==> src/verilog/tcsm_defs.vh <==
// Constants for the split-mode timer control block
`ifndef TCSM_DEFS_VH
`define TCSM_DEFS_VH
// Register byte offsets
`define TCSM_A_CTRL   6'h00
`define TCSM_A_OEN    6'h01
`define TCSM_A_OVAL   6'h02
`define TCSM_A_SPLIT  6'h03
`define TCSM_A_CMDCLR 6'h04
`define TCSM_A_CMDSET 6'h05
`define TCSM_A_INTEN  6'h0a
`define TCSM_A_INTFL  6'h0b
`define TCSM_A_DBG    6'h0e
`define TCSM_A_LOW_COUNTER   6'h20
`define TCSM_A_HIGH_COUNTER   6'h21
`define TCSM_A_LOW_PERIOD   6'h26
`define TCSM_A_HIGH_PERIOD   6'h27
`define TCSM_A_LOW_COMPARE_0  6'h28
`define TCSM_A_HIGH_COMPARE_0  6'h29
`define TCSM_A_LOW_COMPARE_1  6'h2a
`define TCSM_A_HIGH_COMPARE_1  6'h2b
`define TCSM_A_LOW_COMPARE_2  6'h2c
`define TCSM_A_HIGH_COMPARE_2  6'h2d
// Control A fields
`define TCSM_B_ENABLE 0
`define TCSM_F_PSEL   3:1
`define TCSM_B_RSTDBY 7
`define TCSM_M_CTRL   8'h8f
// Output enable / value layouts
`define TCSM_F_LOW3   2:0
`define TCSM_F_HIGH3  6:4
`define TCSM_M_CH     8'h77
// Split select and debug
`define TCSM_B_SPLIT  0
`define TCSM_B_DBGRUN 0
// Command registers
`define TCSM_F_CMD    3:2
`define TCSM_F_CMDEN  1:0
`define TCSM_CMD_RESTART 2'h2
`define TCSM_CMD_RESET   2'h3
`define TCSM_CMDEN_BOTH  2'h3
// Interrupt bits
`define TCSM_B_LUNF   0
`define TCSM_B_HUNF   1
`define TCSM_F_LCMP   6:4
`define TCSM_M_INT    8'h73
// Reset values
`define TCSM_RST_ZERO 8'h00
`define TCSM_RST_PER  8'hff
// Prescaler terminal counts (divisor minus one)
`define TCSM_DIV1    10'h000
`define TCSM_DIV2    10'h001
`define TCSM_DIV4    10'h003
`define TCSM_DIV8    10'h007
`define TCSM_DIV16   10'h00f
`define TCSM_DIV64   10'h03f
`define TCSM_DIV256  10'h0ff
`define TCSM_DIV1024 10'h3ff
`endif

==> src/verilog/tcsm_presc.v <==
// Peripheral clock prescaler producing count ticks
`include "tcsm_defs.vh"
module tcsm_presc (
  // Clock and reset
  input  wire       clk_sys_i,
  input  wire       rst_b_i,
  // Control
  input  wire       run_i,
  input  wire [2:0] prescale_select_i,
  // Tick out
  output wire       tick_o
);
  reg  [9:0] div_cnt_q;
  reg  [9:0] div_cnt_d;
  reg  [9:0] term;

  // Terminal count per select code
  always @*
  begin
    case (prescale_select_i)
      3'h0:    term = `TCSM_DIV1;
      3'h1:    term = `TCSM_DIV2;
      3'h2:    term = `TCSM_DIV4;
      3'h3:    term = `TCSM_DIV8;
      3'h4:    term = `TCSM_DIV16;
      3'h5:    term = `TCSM_DIV64;
      3'h6:    term = `TCSM_DIV256;
      default: term = `TCSM_DIV1024;
    endcase
  end

  assign tick_o = run_i & (div_cnt_q >= term);

  always @*
  begin
    if (!run_i)
      div_cnt_d = 10'h000;
    else if (tick_o)
      div_cnt_d = 10'h000;
    else
      div_cnt_d = div_cnt_q + 10'h001;
  end

  always @(posedge clk_sys_i or negedge rst_b_i)
  begin
    if (!rst_b_i)
      div_cnt_q <= 10'h000;
    else
      div_cnt_q <= div_cnt_d;
  end
endmodule

==> src/verilog/tcsm_cnt8.v <==
// One 8-bit down counter with three compare channels
`include "tcsm_defs.vh"
module tcsm_cnt8 (
  // Clock and reset
  input  wire        clk_sys_i,
  input  wire        rst_b_i,
  // Counting
  input  wire        tick_i,
  input  wire        wrap_i,
  input  wire        load_i,
  input  wire [7:0]  load_val_i,
  input  wire [7:0]  per_i,
  input  wire [23:0] cmp_i,
  // State out
  output wire [7:0]  cnt_o,
  output wire        unf_o,
  output wire [2:0]  match_o,
  output wire [2:0]  wave_o
);
  reg  [7:0] cnt_q;
  reg  [2:0] wave_q;
  wire       zero;

  assign zero  = (cnt_q == 8'h00);
  assign unf_o = tick_i & zero & wrap_i;
  assign cnt_o = cnt_q;
  assign wave_o = wave_q;

  always @(posedge clk_sys_i or negedge rst_b_i)
  begin
    if (!rst_b_i)
      cnt_q <= `TCSM_RST_ZERO;
    else if (load_i)
      cnt_q <= load_val_i;
    else if (tick_i)
      cnt_q <= zero ? (wrap_i ? per_i : 8'hff) : cnt_q - 8'h01;
  end

  genvar k;
  generate
    for (k = 0; k < 3; k = k + 1)
    begin : g_ch
      assign match_o[k] = tick_i & (cnt_q == cmp_i[8*k+7:8*k]);
      always @(posedge clk_sys_i or negedge rst_b_i)
      begin
        if (!rst_b_i)
          wave_q[k] <= 1'b0;
        else
          wave_q[k] <= (cnt_q < cmp_i[8*k+7:8*k]);
      end
    end
  endgenerate
endmodule

==> src/verilog/tcsm_ctrl.v <==
// Split-mode timer control: registers, counters and pin override
// Behaviour
// - Run-in-standby set keeps counting during standby sleep; clear stops it there.
// - Select bits 3:1 divide peripheral clock by 1,2,4,8,16,64,256,1024.
// - Control A bit 0 enables counting; zero keeps the timer disabled.
// - In split mode, high compare n enable drives waveform pin n+3 instead of port value.
// - Split map: counters 0x20/0x21, periods 0x26/0x27, compare pairs from 0x28.
// - Split select makes two independent 8-bit counters using the split map.
// - In split mode, low compare n enable drives waveform pin n instead of port value.
`include "tcsm_defs.vh"
module tcsm_ctrl (
  // Clock and reset
  input  wire       clk_sys_i,
  input  wire       rst_b_i,
  // Register port
  input  wire [5:0] reg_addr_i,
  input  wire [7:0] reg_wdata_i,
  input  wire       reg_we_i,
  input  wire       reg_re_i,
  output wire [7:0] reg_rdata_o,
  // System state
  input  wire       standby_i,
  input  wire       debug_halt_i,
  // Port pins
  input  wire [5:0] port_out_i,
  output wire [5:0] waveform_pin_o,
  // Interrupt
  output wire       irq_o
);
  // Software registers
  reg  [7:0] control_a_q;
  reg  [7:0] output_enable_control_q;
  reg  [7:0] output_value_control_q;
  reg        split_select_q;
  reg  [1:0] cmd_enable_q;
  reg  [7:0] interrupt_enable_q;
  reg  [7:0] interrupt_flags_q;
  reg  [7:0] interrupt_flags_d;
  reg        dbg_run_q;
  reg  [7:0] low_period_q;
  reg  [7:0] high_period_q;
  reg  [23:0] low_cmp_q;
  reg  [23:0] high_cmp_q;
  reg  [7:0] rdata_q;
  reg  [7:0] rdata_d;
  reg  [5:0] pin_q;
  reg  [5:0] pin_d;

  // Decoded fields
  wire       enable;
  wire       run_in_standby;
  wire [2:0] prescale_select;
  wire [2:0] high_compare_output_enable;
  wire [2:0] low_compare_output_enable;

  // Command decode
  wire       wr_cmd;
  wire [1:0] cmd_val;
  wire [1:0] cmd_en;
  wire       cmd_both;
  wire       do_restart;
  wire       do_hard_reset;

  // Counter wiring
  wire       run;
  wire       tick;
  wire [7:0] low_cnt;
  wire [7:0] high_cnt;
  wire       low_unf;
  wire       high_unf;
  wire [2:0] low_match;
  wire [2:0] high_match;
  wire [2:0] low_wave;
  wire [2:0] high_wave;
  wire       low_tick;
  wire       high_tick;
  wire       low_wrap;
  wire       low_load;
  wire       high_load;
  wire [7:0] low_load_val;
  wire [7:0] high_load_val;
  wire       wr_low_cnt;
  wire       wr_high_cnt;

  assign enable          = control_a_q[`TCSM_B_ENABLE];
  assign run_in_standby  = control_a_q[`TCSM_B_RSTDBY];
  assign prescale_select = control_a_q[`TCSM_F_PSEL];
  assign low_compare_output_enable  = output_enable_control_q[`TCSM_F_LOW3];
  assign high_compare_output_enable = output_enable_control_q[`TCSM_F_HIGH3];

  // Count gating by enable, standby and debug halt
  assign run = enable
             & (~standby_i | run_in_standby)
             & (~debug_halt_i | dbg_run_q);

  tcsm_presc u_presc (
    .clk_sys_i         (clk_sys_i),
    .rst_b_i           (rst_b_i),
    .run_i             (run),
    .prescale_select_i (prescale_select),
    .tick_o            (tick)
  );

  // Commands arrive through the set and clear registers
  assign wr_cmd   = reg_we_i & ((reg_addr_i == `TCSM_A_CMDSET) | (reg_addr_i == `TCSM_A_CMDCLR));
  assign cmd_val  = reg_wdata_i[`TCSM_F_CMD];
  assign cmd_en   = (reg_addr_i == `TCSM_A_CMDSET) ? (cmd_enable_q | reg_wdata_i[`TCSM_F_CMDEN])
                                                  : cmd_enable_q;
  assign cmd_both = (cmd_en == `TCSM_CMDEN_BOTH);
  assign do_restart    = wr_cmd & cmd_both & (cmd_val == `TCSM_CMD_RESTART);
  assign do_hard_reset = wr_cmd & cmd_both & (cmd_val == `TCSM_CMD_RESET) & ~enable;

  // Split: independent counters; otherwise low and high chain into 16 bits
  assign low_tick  = tick;
  assign high_tick = split_select_q ? tick : (tick & (low_cnt == 8'h00));
  assign low_wrap  = split_select_q | (high_cnt == 8'h00);

  assign wr_low_cnt  = reg_we_i & (reg_addr_i == `TCSM_A_LOW_COUNTER);
  assign wr_high_cnt = reg_we_i & (reg_addr_i == `TCSM_A_HIGH_COUNTER);
  assign low_load  = do_restart | do_hard_reset | wr_low_cnt;
  assign high_load = do_restart | do_hard_reset | wr_high_cnt;
  assign low_load_val  = do_restart ? low_period_q :
                         (do_hard_reset ? `TCSM_RST_ZERO : reg_wdata_i);
  assign high_load_val = do_restart ? high_period_q :
                         (do_hard_reset ? `TCSM_RST_ZERO : reg_wdata_i);

  tcsm_cnt8 u_low (
    .clk_sys_i  (clk_sys_i),
    .rst_b_i    (rst_b_i),
    .tick_i     (low_tick),
    .wrap_i     (low_wrap),
    .load_i     (low_load),
    .load_val_i (low_load_val),
    .per_i      (low_period_q),
    .cmp_i      (low_cmp_q),
    .cnt_o      (low_cnt),
    .unf_o      (low_unf),
    .match_o    (low_match),
    .wave_o     (low_wave)
  );

  tcsm_cnt8 u_high (
    .clk_sys_i  (clk_sys_i),
    .rst_b_i    (rst_b_i),
    .tick_i     (high_tick),
    .wrap_i     (1'b1),
    .load_i     (high_load),
    .load_val_i (high_load_val),
    .per_i      (high_period_q),
    .cmp_i      (high_cmp_q),
    .cnt_o      (high_cnt),
    .unf_o      (high_unf),
    .match_o    (high_match),
    .wave_o     (high_wave)
  );

  // Control registers
  always @(posedge clk_sys_i or negedge rst_b_i)
  begin
    if (!rst_b_i)
    begin
      control_a_q             <= `TCSM_RST_ZERO;
      output_enable_control_q <= `TCSM_RST_ZERO;
      output_value_control_q  <= `TCSM_RST_ZERO;
      split_select_q          <= 1'b0;
      cmd_enable_q            <= 2'h0;
      interrupt_enable_q      <= `TCSM_RST_ZERO;
      dbg_run_q               <= 1'b0;
    end
    else if (do_hard_reset)
    begin
      control_a_q             <= `TCSM_RST_ZERO;
      output_enable_control_q <= `TCSM_RST_ZERO;
      output_value_control_q  <= `TCSM_RST_ZERO;
      cmd_enable_q            <= 2'h0;
      interrupt_enable_q      <= `TCSM_RST_ZERO;
    end
    else if (reg_we_i)
    begin
      case (reg_addr_i)
        `TCSM_A_CTRL:   control_a_q <= reg_wdata_i & `TCSM_M_CTRL;
        `TCSM_A_OEN:    output_enable_control_q <= reg_wdata_i & `TCSM_M_CH;
        `TCSM_A_OVAL:   output_value_control_q <= reg_wdata_i & `TCSM_M_CH;
        `TCSM_A_SPLIT:  split_select_q <= reg_wdata_i[`TCSM_B_SPLIT];
        `TCSM_A_CMDSET: cmd_enable_q <= cmd_enable_q | reg_wdata_i[`TCSM_F_CMDEN];
        `TCSM_A_CMDCLR: cmd_enable_q <= cmd_enable_q & ~reg_wdata_i[`TCSM_F_CMDEN];
        `TCSM_A_INTEN:  interrupt_enable_q <= reg_wdata_i & `TCSM_M_INT;
        `TCSM_A_DBG:    dbg_run_q <= reg_wdata_i[`TCSM_B_DBGRUN];
        default:        split_select_q <= split_select_q;
      endcase
    end
  end

  // Period and compare registers, split map
  always @(posedge clk_sys_i or negedge rst_b_i)
  begin
    if (!rst_b_i)
    begin
      low_period_q  <= `TCSM_RST_PER;
      high_period_q <= `TCSM_RST_PER;
      low_cmp_q     <= {3{`TCSM_RST_ZERO}};
      high_cmp_q    <= {3{`TCSM_RST_ZERO}};
    end
    else if (do_hard_reset)
    begin
      low_period_q  <= `TCSM_RST_PER;
      high_period_q <= `TCSM_RST_PER;
      low_cmp_q     <= {3{`TCSM_RST_ZERO}};
      high_cmp_q    <= {3{`TCSM_RST_ZERO}};
    end
    else if (reg_we_i)
    begin
      case (reg_addr_i)
        `TCSM_A_LOW_PERIOD:  low_period_q <= reg_wdata_i;
        `TCSM_A_HIGH_PERIOD:  high_period_q <= reg_wdata_i;
        `TCSM_A_LOW_COMPARE_0: low_cmp_q[7:0] <= reg_wdata_i;
        `TCSM_A_HIGH_COMPARE_0: high_cmp_q[7:0] <= reg_wdata_i;
        `TCSM_A_LOW_COMPARE_1: low_cmp_q[15:8] <= reg_wdata_i;
        `TCSM_A_HIGH_COMPARE_1: high_cmp_q[15:8] <= reg_wdata_i;
        `TCSM_A_LOW_COMPARE_2: low_cmp_q[23:16] <= reg_wdata_i;
        `TCSM_A_HIGH_COMPARE_2: high_cmp_q[23:16] <= reg_wdata_i;
        default:       low_period_q <= low_period_q;
      endcase
    end
  end

  // Sticky flags: hardware set wins over a write-one clear
  always @*
  begin
    interrupt_flags_d = interrupt_flags_q;
    if (reg_we_i && (reg_addr_i == `TCSM_A_INTFL))
      interrupt_flags_d = interrupt_flags_q & ~reg_wdata_i;
    if (do_hard_reset)
      interrupt_flags_d = `TCSM_RST_ZERO;
    interrupt_flags_d[`TCSM_B_LUNF] = interrupt_flags_d[`TCSM_B_LUNF] | low_unf;
    interrupt_flags_d[`TCSM_B_HUNF] = interrupt_flags_d[`TCSM_B_HUNF] | (high_unf & split_select_q);
    interrupt_flags_d[`TCSM_F_LCMP] = interrupt_flags_d[`TCSM_F_LCMP] | (low_match & {3{split_select_q}});
  end

  always @(posedge clk_sys_i or negedge rst_b_i)
  begin
    if (!rst_b_i)
      interrupt_flags_q <= `TCSM_RST_ZERO;
    else
      interrupt_flags_q <= interrupt_flags_d & `TCSM_M_INT;
  end

  assign irq_o = |(interrupt_flags_q & interrupt_enable_q);

  // Waveform pin override; disabled timer shows the output value bits
  always @*
  begin
    pin_d = port_out_i;
    if (split_select_q)
    begin
      if (low_compare_output_enable[0])
        pin_d[0] = enable ? low_wave[0] : output_value_control_q[0];
      if (low_compare_output_enable[1])
        pin_d[1] = enable ? low_wave[1] : output_value_control_q[1];
      if (low_compare_output_enable[2])
        pin_d[2] = enable ? low_wave[2] : output_value_control_q[2];
      if (high_compare_output_enable[0])
        pin_d[3] = enable ? high_wave[0] : output_value_control_q[4];
      if (high_compare_output_enable[1])
        pin_d[4] = enable ? high_wave[1] : output_value_control_q[5];
      if (high_compare_output_enable[2])
        pin_d[5] = enable ? high_wave[2] : output_value_control_q[6];
    end
  end

  always @(posedge clk_sys_i or negedge rst_b_i)
  begin
    if (!rst_b_i)
      pin_q <= 6'h00;
    else
      pin_q <= pin_d;
  end

  assign waveform_pin_o = pin_q;

  // Read mux, answer one cycle later; command field reads zero
  always @*
  begin
    case (reg_addr_i)
      `TCSM_A_CTRL:   rdata_d = control_a_q;
      `TCSM_A_OEN:    rdata_d = output_enable_control_q;
      `TCSM_A_OVAL:   rdata_d = output_value_control_q;
      `TCSM_A_SPLIT:  rdata_d = {7'h00, split_select_q};
      `TCSM_A_CMDCLR: rdata_d = {6'h00, cmd_enable_q};
      `TCSM_A_CMDSET: rdata_d = {6'h00, cmd_enable_q};
      `TCSM_A_INTEN:  rdata_d = interrupt_enable_q;
      `TCSM_A_INTFL:  rdata_d = interrupt_flags_q;
      `TCSM_A_DBG:    rdata_d = {7'h00, dbg_run_q};
      `TCSM_A_LOW_COUNTER:   rdata_d = low_cnt;
      `TCSM_A_HIGH_COUNTER:   rdata_d = high_cnt;
      `TCSM_A_LOW_PERIOD:   rdata_d = low_period_q;
      `TCSM_A_HIGH_PERIOD:   rdata_d = high_period_q;
      `TCSM_A_LOW_COMPARE_0:  rdata_d = low_cmp_q[7:0];
      `TCSM_A_HIGH_COMPARE_0:  rdata_d = high_cmp_q[7:0];
      `TCSM_A_LOW_COMPARE_1:  rdata_d = low_cmp_q[15:8];
      `TCSM_A_HIGH_COMPARE_1:  rdata_d = high_cmp_q[15:8];
      `TCSM_A_LOW_COMPARE_2:  rdata_d = low_cmp_q[23:16];
      `TCSM_A_HIGH_COMPARE_2:  rdata_d = high_cmp_q[23:16];
      default:        rdata_d = 8'h00;
    endcase
  end

  always @(posedge clk_sys_i or negedge rst_b_i)
  begin
    if (!rst_b_i)
      rdata_q <= 8'h00;
    else if (reg_re_i)
      rdata_q <= rdata_d;
    else
      rdata_q <= 8'h00;
  end

  assign reg_rdata_o = rdata_q;
endmodule

==> config.mk <==
export PLATFORM = sky130hd
export DESIGN_NAME = tcsm_ctrl
export DESIGN_NICKNAME = d
export VERILOG_FILES = /design/src/verilog/tcsm_presc.v /design/src/verilog/tcsm_cnt8.v /design/src/verilog/tcsm_ctrl.v
export VERILOG_INCLUDE_DIRS = /design/src /design/src/verilog
export SDC_FILE = /design/constraint.sdc
export NUM_CORES = 1
export LEC_CHECK = 0
export BUFFER_PORTS_ARGS = -buffer_cell sky130_fd_sc_hd__buf_2
export CORE_ASPECT_RATIO = 1.2
export CORE_UTILIZATION = 25
export CTS_CLUSTER_DIAMETER = 40
export CTS_CLUSTER_SIZE = 14
export DETAILED_ROUTE_END_ITERATION = 8
export GPL_TIMING_DRIVEN = 0
export SYNTH_ARGS = -nofsm -noshare
export SYNTH_HDL_FRONTEND = slang
export SYNTH_SLANG_ARGS = --single-unit
==> constraint.sdc <==
create_clock -name clk_sys_i -period 2.9 [get_ports clk_sys_i]
set_input_delay 0.29 -clock clk_sys_i [delete_from_list [all_inputs] [get_ports clk_sys_i]]
set_output_delay 0.29 -clock clk_sys_i [all_outputs]
set_load 0.02 [all_outputs]
==> reports/results.tsv <==
stage	metric	value	unit
synth	Cell variety after synth	65	
power	cell-internal power	4.39	mW
drt	WL/cell	20.8	µm
min_path	Hold WC Path Type	in2reg	
finish	fill count	3626	
power	NetSw	2.57	mW
setup_path	Critical Path Sink Type	flop	
drt	Pre-antenna DRT Iters	8	
die	I/O pins	41	
timing	max-slew violation count	0	
synth	syn avg cell area	9.45	µm²
setup_path	CP required	3.20	ns
clock_tree	H-tree depth	4	
setup_path	CP top delay family	simple AND/OR/NAND/NOR gates	
setup_path	worst reg-to-reg path cell count	9	
min_path	hold depth	3	
timing	# setup viols final	0	
timing	RSZ-0062 raised after global routing	no	
drt	metal2 WL	14300	µm
drt	initial DRC count	767	
timing	final hold vios	0	
synth	Syn. warnings	0	
grt	initial antenna violation count	0	
synth	top cells by area, synth	dfrtp_1, mux2i_1, ha_1, dfstp_2, nor2_1	
die	CORE AREA	34100	µm²
die	Die H	206	µm
grt	GR Overflow Total	0	
drt	post-route ant nets	0	
setup_path	CP Buf/Inv Count	2	
timing	clk_skew	0.0128	ns
finish	final core utilization	29.5	%
job	max cap viols	0	
drt	met1 wire length	11600	µm
power	switching share of power	36.9	%
setup_path	critical path's largest stage delay	0.70	ns
power	pwr dens	693	nW/µm²
timing	fmax	0.358	GHz
finish	Reg area	3550	µm²
timing	fin crit share	96.2	%
grt	largest net degree at the start of global routing	91	
power	maximum VDD drop	0.000339	V
setup_path	Worst path slowest cell	or4b_2	
clock_tree	Clk Latency, worst-skew pair	0.44	ns
die	# rows	74	
finish	Syn-to-layout area delta	16.3	%
finish	multi-input logic area	4650	µm²
synth	flops & latches, synth	141	
die	die area	35300	µm²
synth	Mapped Cells	914	
drt	routed vias	7650	
placement	Setup Slack @ Placement	-0.169	ns
clock_tree	# clock sinks	141	
synth	post-synthesis net count	996	
finish	commonest non-fill, non-tap cell in the layout	dfrtp_1	
drt	DR WL met3	1840	µm
grt	GRT Total Usage	17.5	%
power	combinational group share of total power	27.4	%
die	initial core utilization	25.4	%
die	Die W	172	µm
synth	Synth Flop Type	dfrtp_1	
setup_path	critical path class	reg2reg	
synth	synthesized area	8640	µm²
setup_path	number of cells on the critical path	9	
placement	routability cong.	0.953	
synth	Post-synth EDFFs	0	
drt	highest routed layer	met4	
finish	most frequent cells in the layout	dfrtp_1, nor2_1, mux2i_1	
power	Flop pwr share	41.6	%
clock_tree	maximum root-to-sink buffer count	2	
grt	vias in the first global route	7580	
synth	largest area contributor in the netlist	dfrtp_1	
timing	worst hold slack	0.128	ns
grt	global-route wire length before repair	45700	µm
synth	register area share after synthesis	41.1	%
synth	Synth top area share	36.2	%
drt	DRC Markers	0	
finish	Final nets	1055	
drt	Vias/cell	5.31	
timing	fin crit period	2.79	ns
power	Clk network pwr share	31.0	%
timing	Setup TNS	0	ns
setup_path	startpoint types	flop	
placement	post-DP HPWL	22200	µm
timing	actual slew at the worst max-slew pin	1.30	ns
setup_path	CP max FO	9	
clock_tree	CTS Buf Count	17	
setup_path	WP data arrival	3.10	ns
clock_tree	CTS tree	built	
clock_tree	CTS Root Cell	clkbuf_16	
timing	Rel. slew slack	12.8	%
synth	Async SR Flop Fraction	100	%
finish	antenna diode count	0	
placement	PortBufs	36	
status	outcome	finished, final reports clean	
timing	setup ws final	0.109	ns
drt	total wire length	29900	µm
power	Leak Pwr	4.68	nW
setup_path	cells along the critical path	inv_2 -> ha_1 -> or4b_2 -> nor4_4 -> buf_4 -> o21bai_2 -> o221a_2 -> mux2i_1 -> a21oi_1	
finish	share of layout cells above drive strength 1	13.8	%
clock_tree	CTS clk-pin slew, worst paths	0.07	ns
==> cell usage after synthesis (5+ instances only) <==
cell,instances
xnor2_1,8
o31ai_1,5
a222oi_1,6
nor3_2,5
clkbuf_1,30
a21oi_1,44
xor2_1,8
a221oi_1,20
o21a_1,5
a31oi_1,15
and3_1,5
nor3_1,12
buf_2,10
dfstp_2,16
o211ai_1,6
dfrtp_1,125
a2bb2oi_1,7
nor2_1,111
o21ai_1,5
a21o_1,7
a22oi_1,27
mux2_2,6
nand4_1,10
inv_1,59
nand3_1,23
a22o_1,11
nand2_1,83
nand2b_1,10
o21ai_0,27
ha_1,56
mux2i_1,86
==> worst register-to-register path, stage by stage, from the launching register on <==
cell and delay [ns]:
dfrtp_1 0.44, inv_2 0.17, ha_1 0.20, or4b_2 0.70
nor4_4 0.24, buf_4 0.18, o21bai_2 0.16, o221a_2 0.34
mux2i_1 0.15, a21oi_1 0.09
==> path summary, 6_finish.rpt <==
check / slack, ns / from / to
min: 0.13 / port_out_i[5] / waveform_pin_o[5]$_DFF_PN0_
min in group asynchronous: 0.37 / rst_b_i / output_value_control_q[1]$_DFFE_PN0P_
min reg2reg: 0.50 / u_presc.div_cnt_q[0]$_DFF_PN0_ / u_presc.div_cnt_q[0]$_DFF_PN0_
max in group asynchronous: 1.65 / rst_b_i / control_a_q[3]$_DFFE_PN0P_
max reg2reg: 0.11 / u_high.cnt_o[0]$_DFFE_PN0P_ / u_low.cnt_o[7]$_DFFE_PN0P_
max: 0.11 / u_high.cnt_o[0]$_DFFE_PN0P_ / u_low.cnt_o[7]$_DFFE_PN0P_
==> sequential cells by signal, summed over array words and instances (netlist names), 5 cells and up <==
| register | count |
|---|---|
| control_a_q | 5 |
| high_cmp_q | 24 |
| high_period_q | 8 |
| interrupt_enable_q | 5 |
| interrupt_flags_q | 5 |
| low_cmp_q | 24 |
| low_period_q | 8 |
| output_enable_control_q | 6 |
| output_value_control_q | 6 |
| reg_rdata_o | 8 |
| u_high.cnt_o | 8 |
| u_low.cnt_o | 8 |
| u_presc.div_cnt_q | 10 |
| waveform_pin_o | 6 |
==> cells by family after synthesis <==
| family | count (synthesis) | synth area share (%) |
|---|---|---|
| muxes | 92 | 10.7 |
| DFF | 141 | 41.1 |
| xor gates and xnor gates | 16 | 1.62 |
| adders and majority gates | 56 | 8.11 |
| buffers and inverters | 107 | 5.16 |
| and+or+nand+nor | 292 | 16.5 |
| AOI/OAI and AO/OA | 210 | 16.8 |
==> metrics by stage <==
| step | cells | power, mW | area (µm²) |
|---|---|---|---|
| after CTS | 1441 | 6.95 | 10000 |
| after detailed placement | 1407 | 4.77 | 9420 |
| after global placement | 1406 | 4.71 | 9390 |
| after floorplan | 914 | 4.03 | 8640 |
| after global routing | 1442 | 7.36 | 10000 |
| final | 1442 | 6.96 | 10000 |
==> layer usage <==
layer	global-route usage (%)	up-vias
met5	0	-
met4	13.7	0
met3	2.98	103
met2	28.8	358
met1	20.1	3765
li1	-	3424
==> final cells by class <==
cell class,instances,area share (%)
plain buffers,45,2.14
clock buffers,18,4.37
clock inverters,14,1.35
inverters,60,2.24
multi-input cells,666,46.3
flip-flops and latches,141,35.4
well taps,456,5.68
repair buffers,42,2.53
==> power by group through the flow <==
| stage | Sequential [mW] | Combinational, mW | Clock (mW) |
|---|---|---|---|
| after floorplan | 2.62 | 1.41 | 0 |
| after global placement | 2.90 | 1.80 | 0 |
| after detailed placement | 2.90 | 1.87 | 0 |
| after CTS | 2.87 | 1.90 | 2.18 |
| after global routing | 2.92 | 2.19 | 2.26 |
| final | 2.90 | 1.90 | 2.16 |
==> what timing repair did <==
item | 4_1_cts | 5_1_grt
resized for setup | 3 | 5
pin swaps | 2 | 1
hold buffers | 1 | 0
buffers inserted | 2 | 2
endpoints found under the hold margin | 51 | 0
endpoints found under the setup margin | 15 | 10
Note: power is estimated with default switching activity, not from simulation.
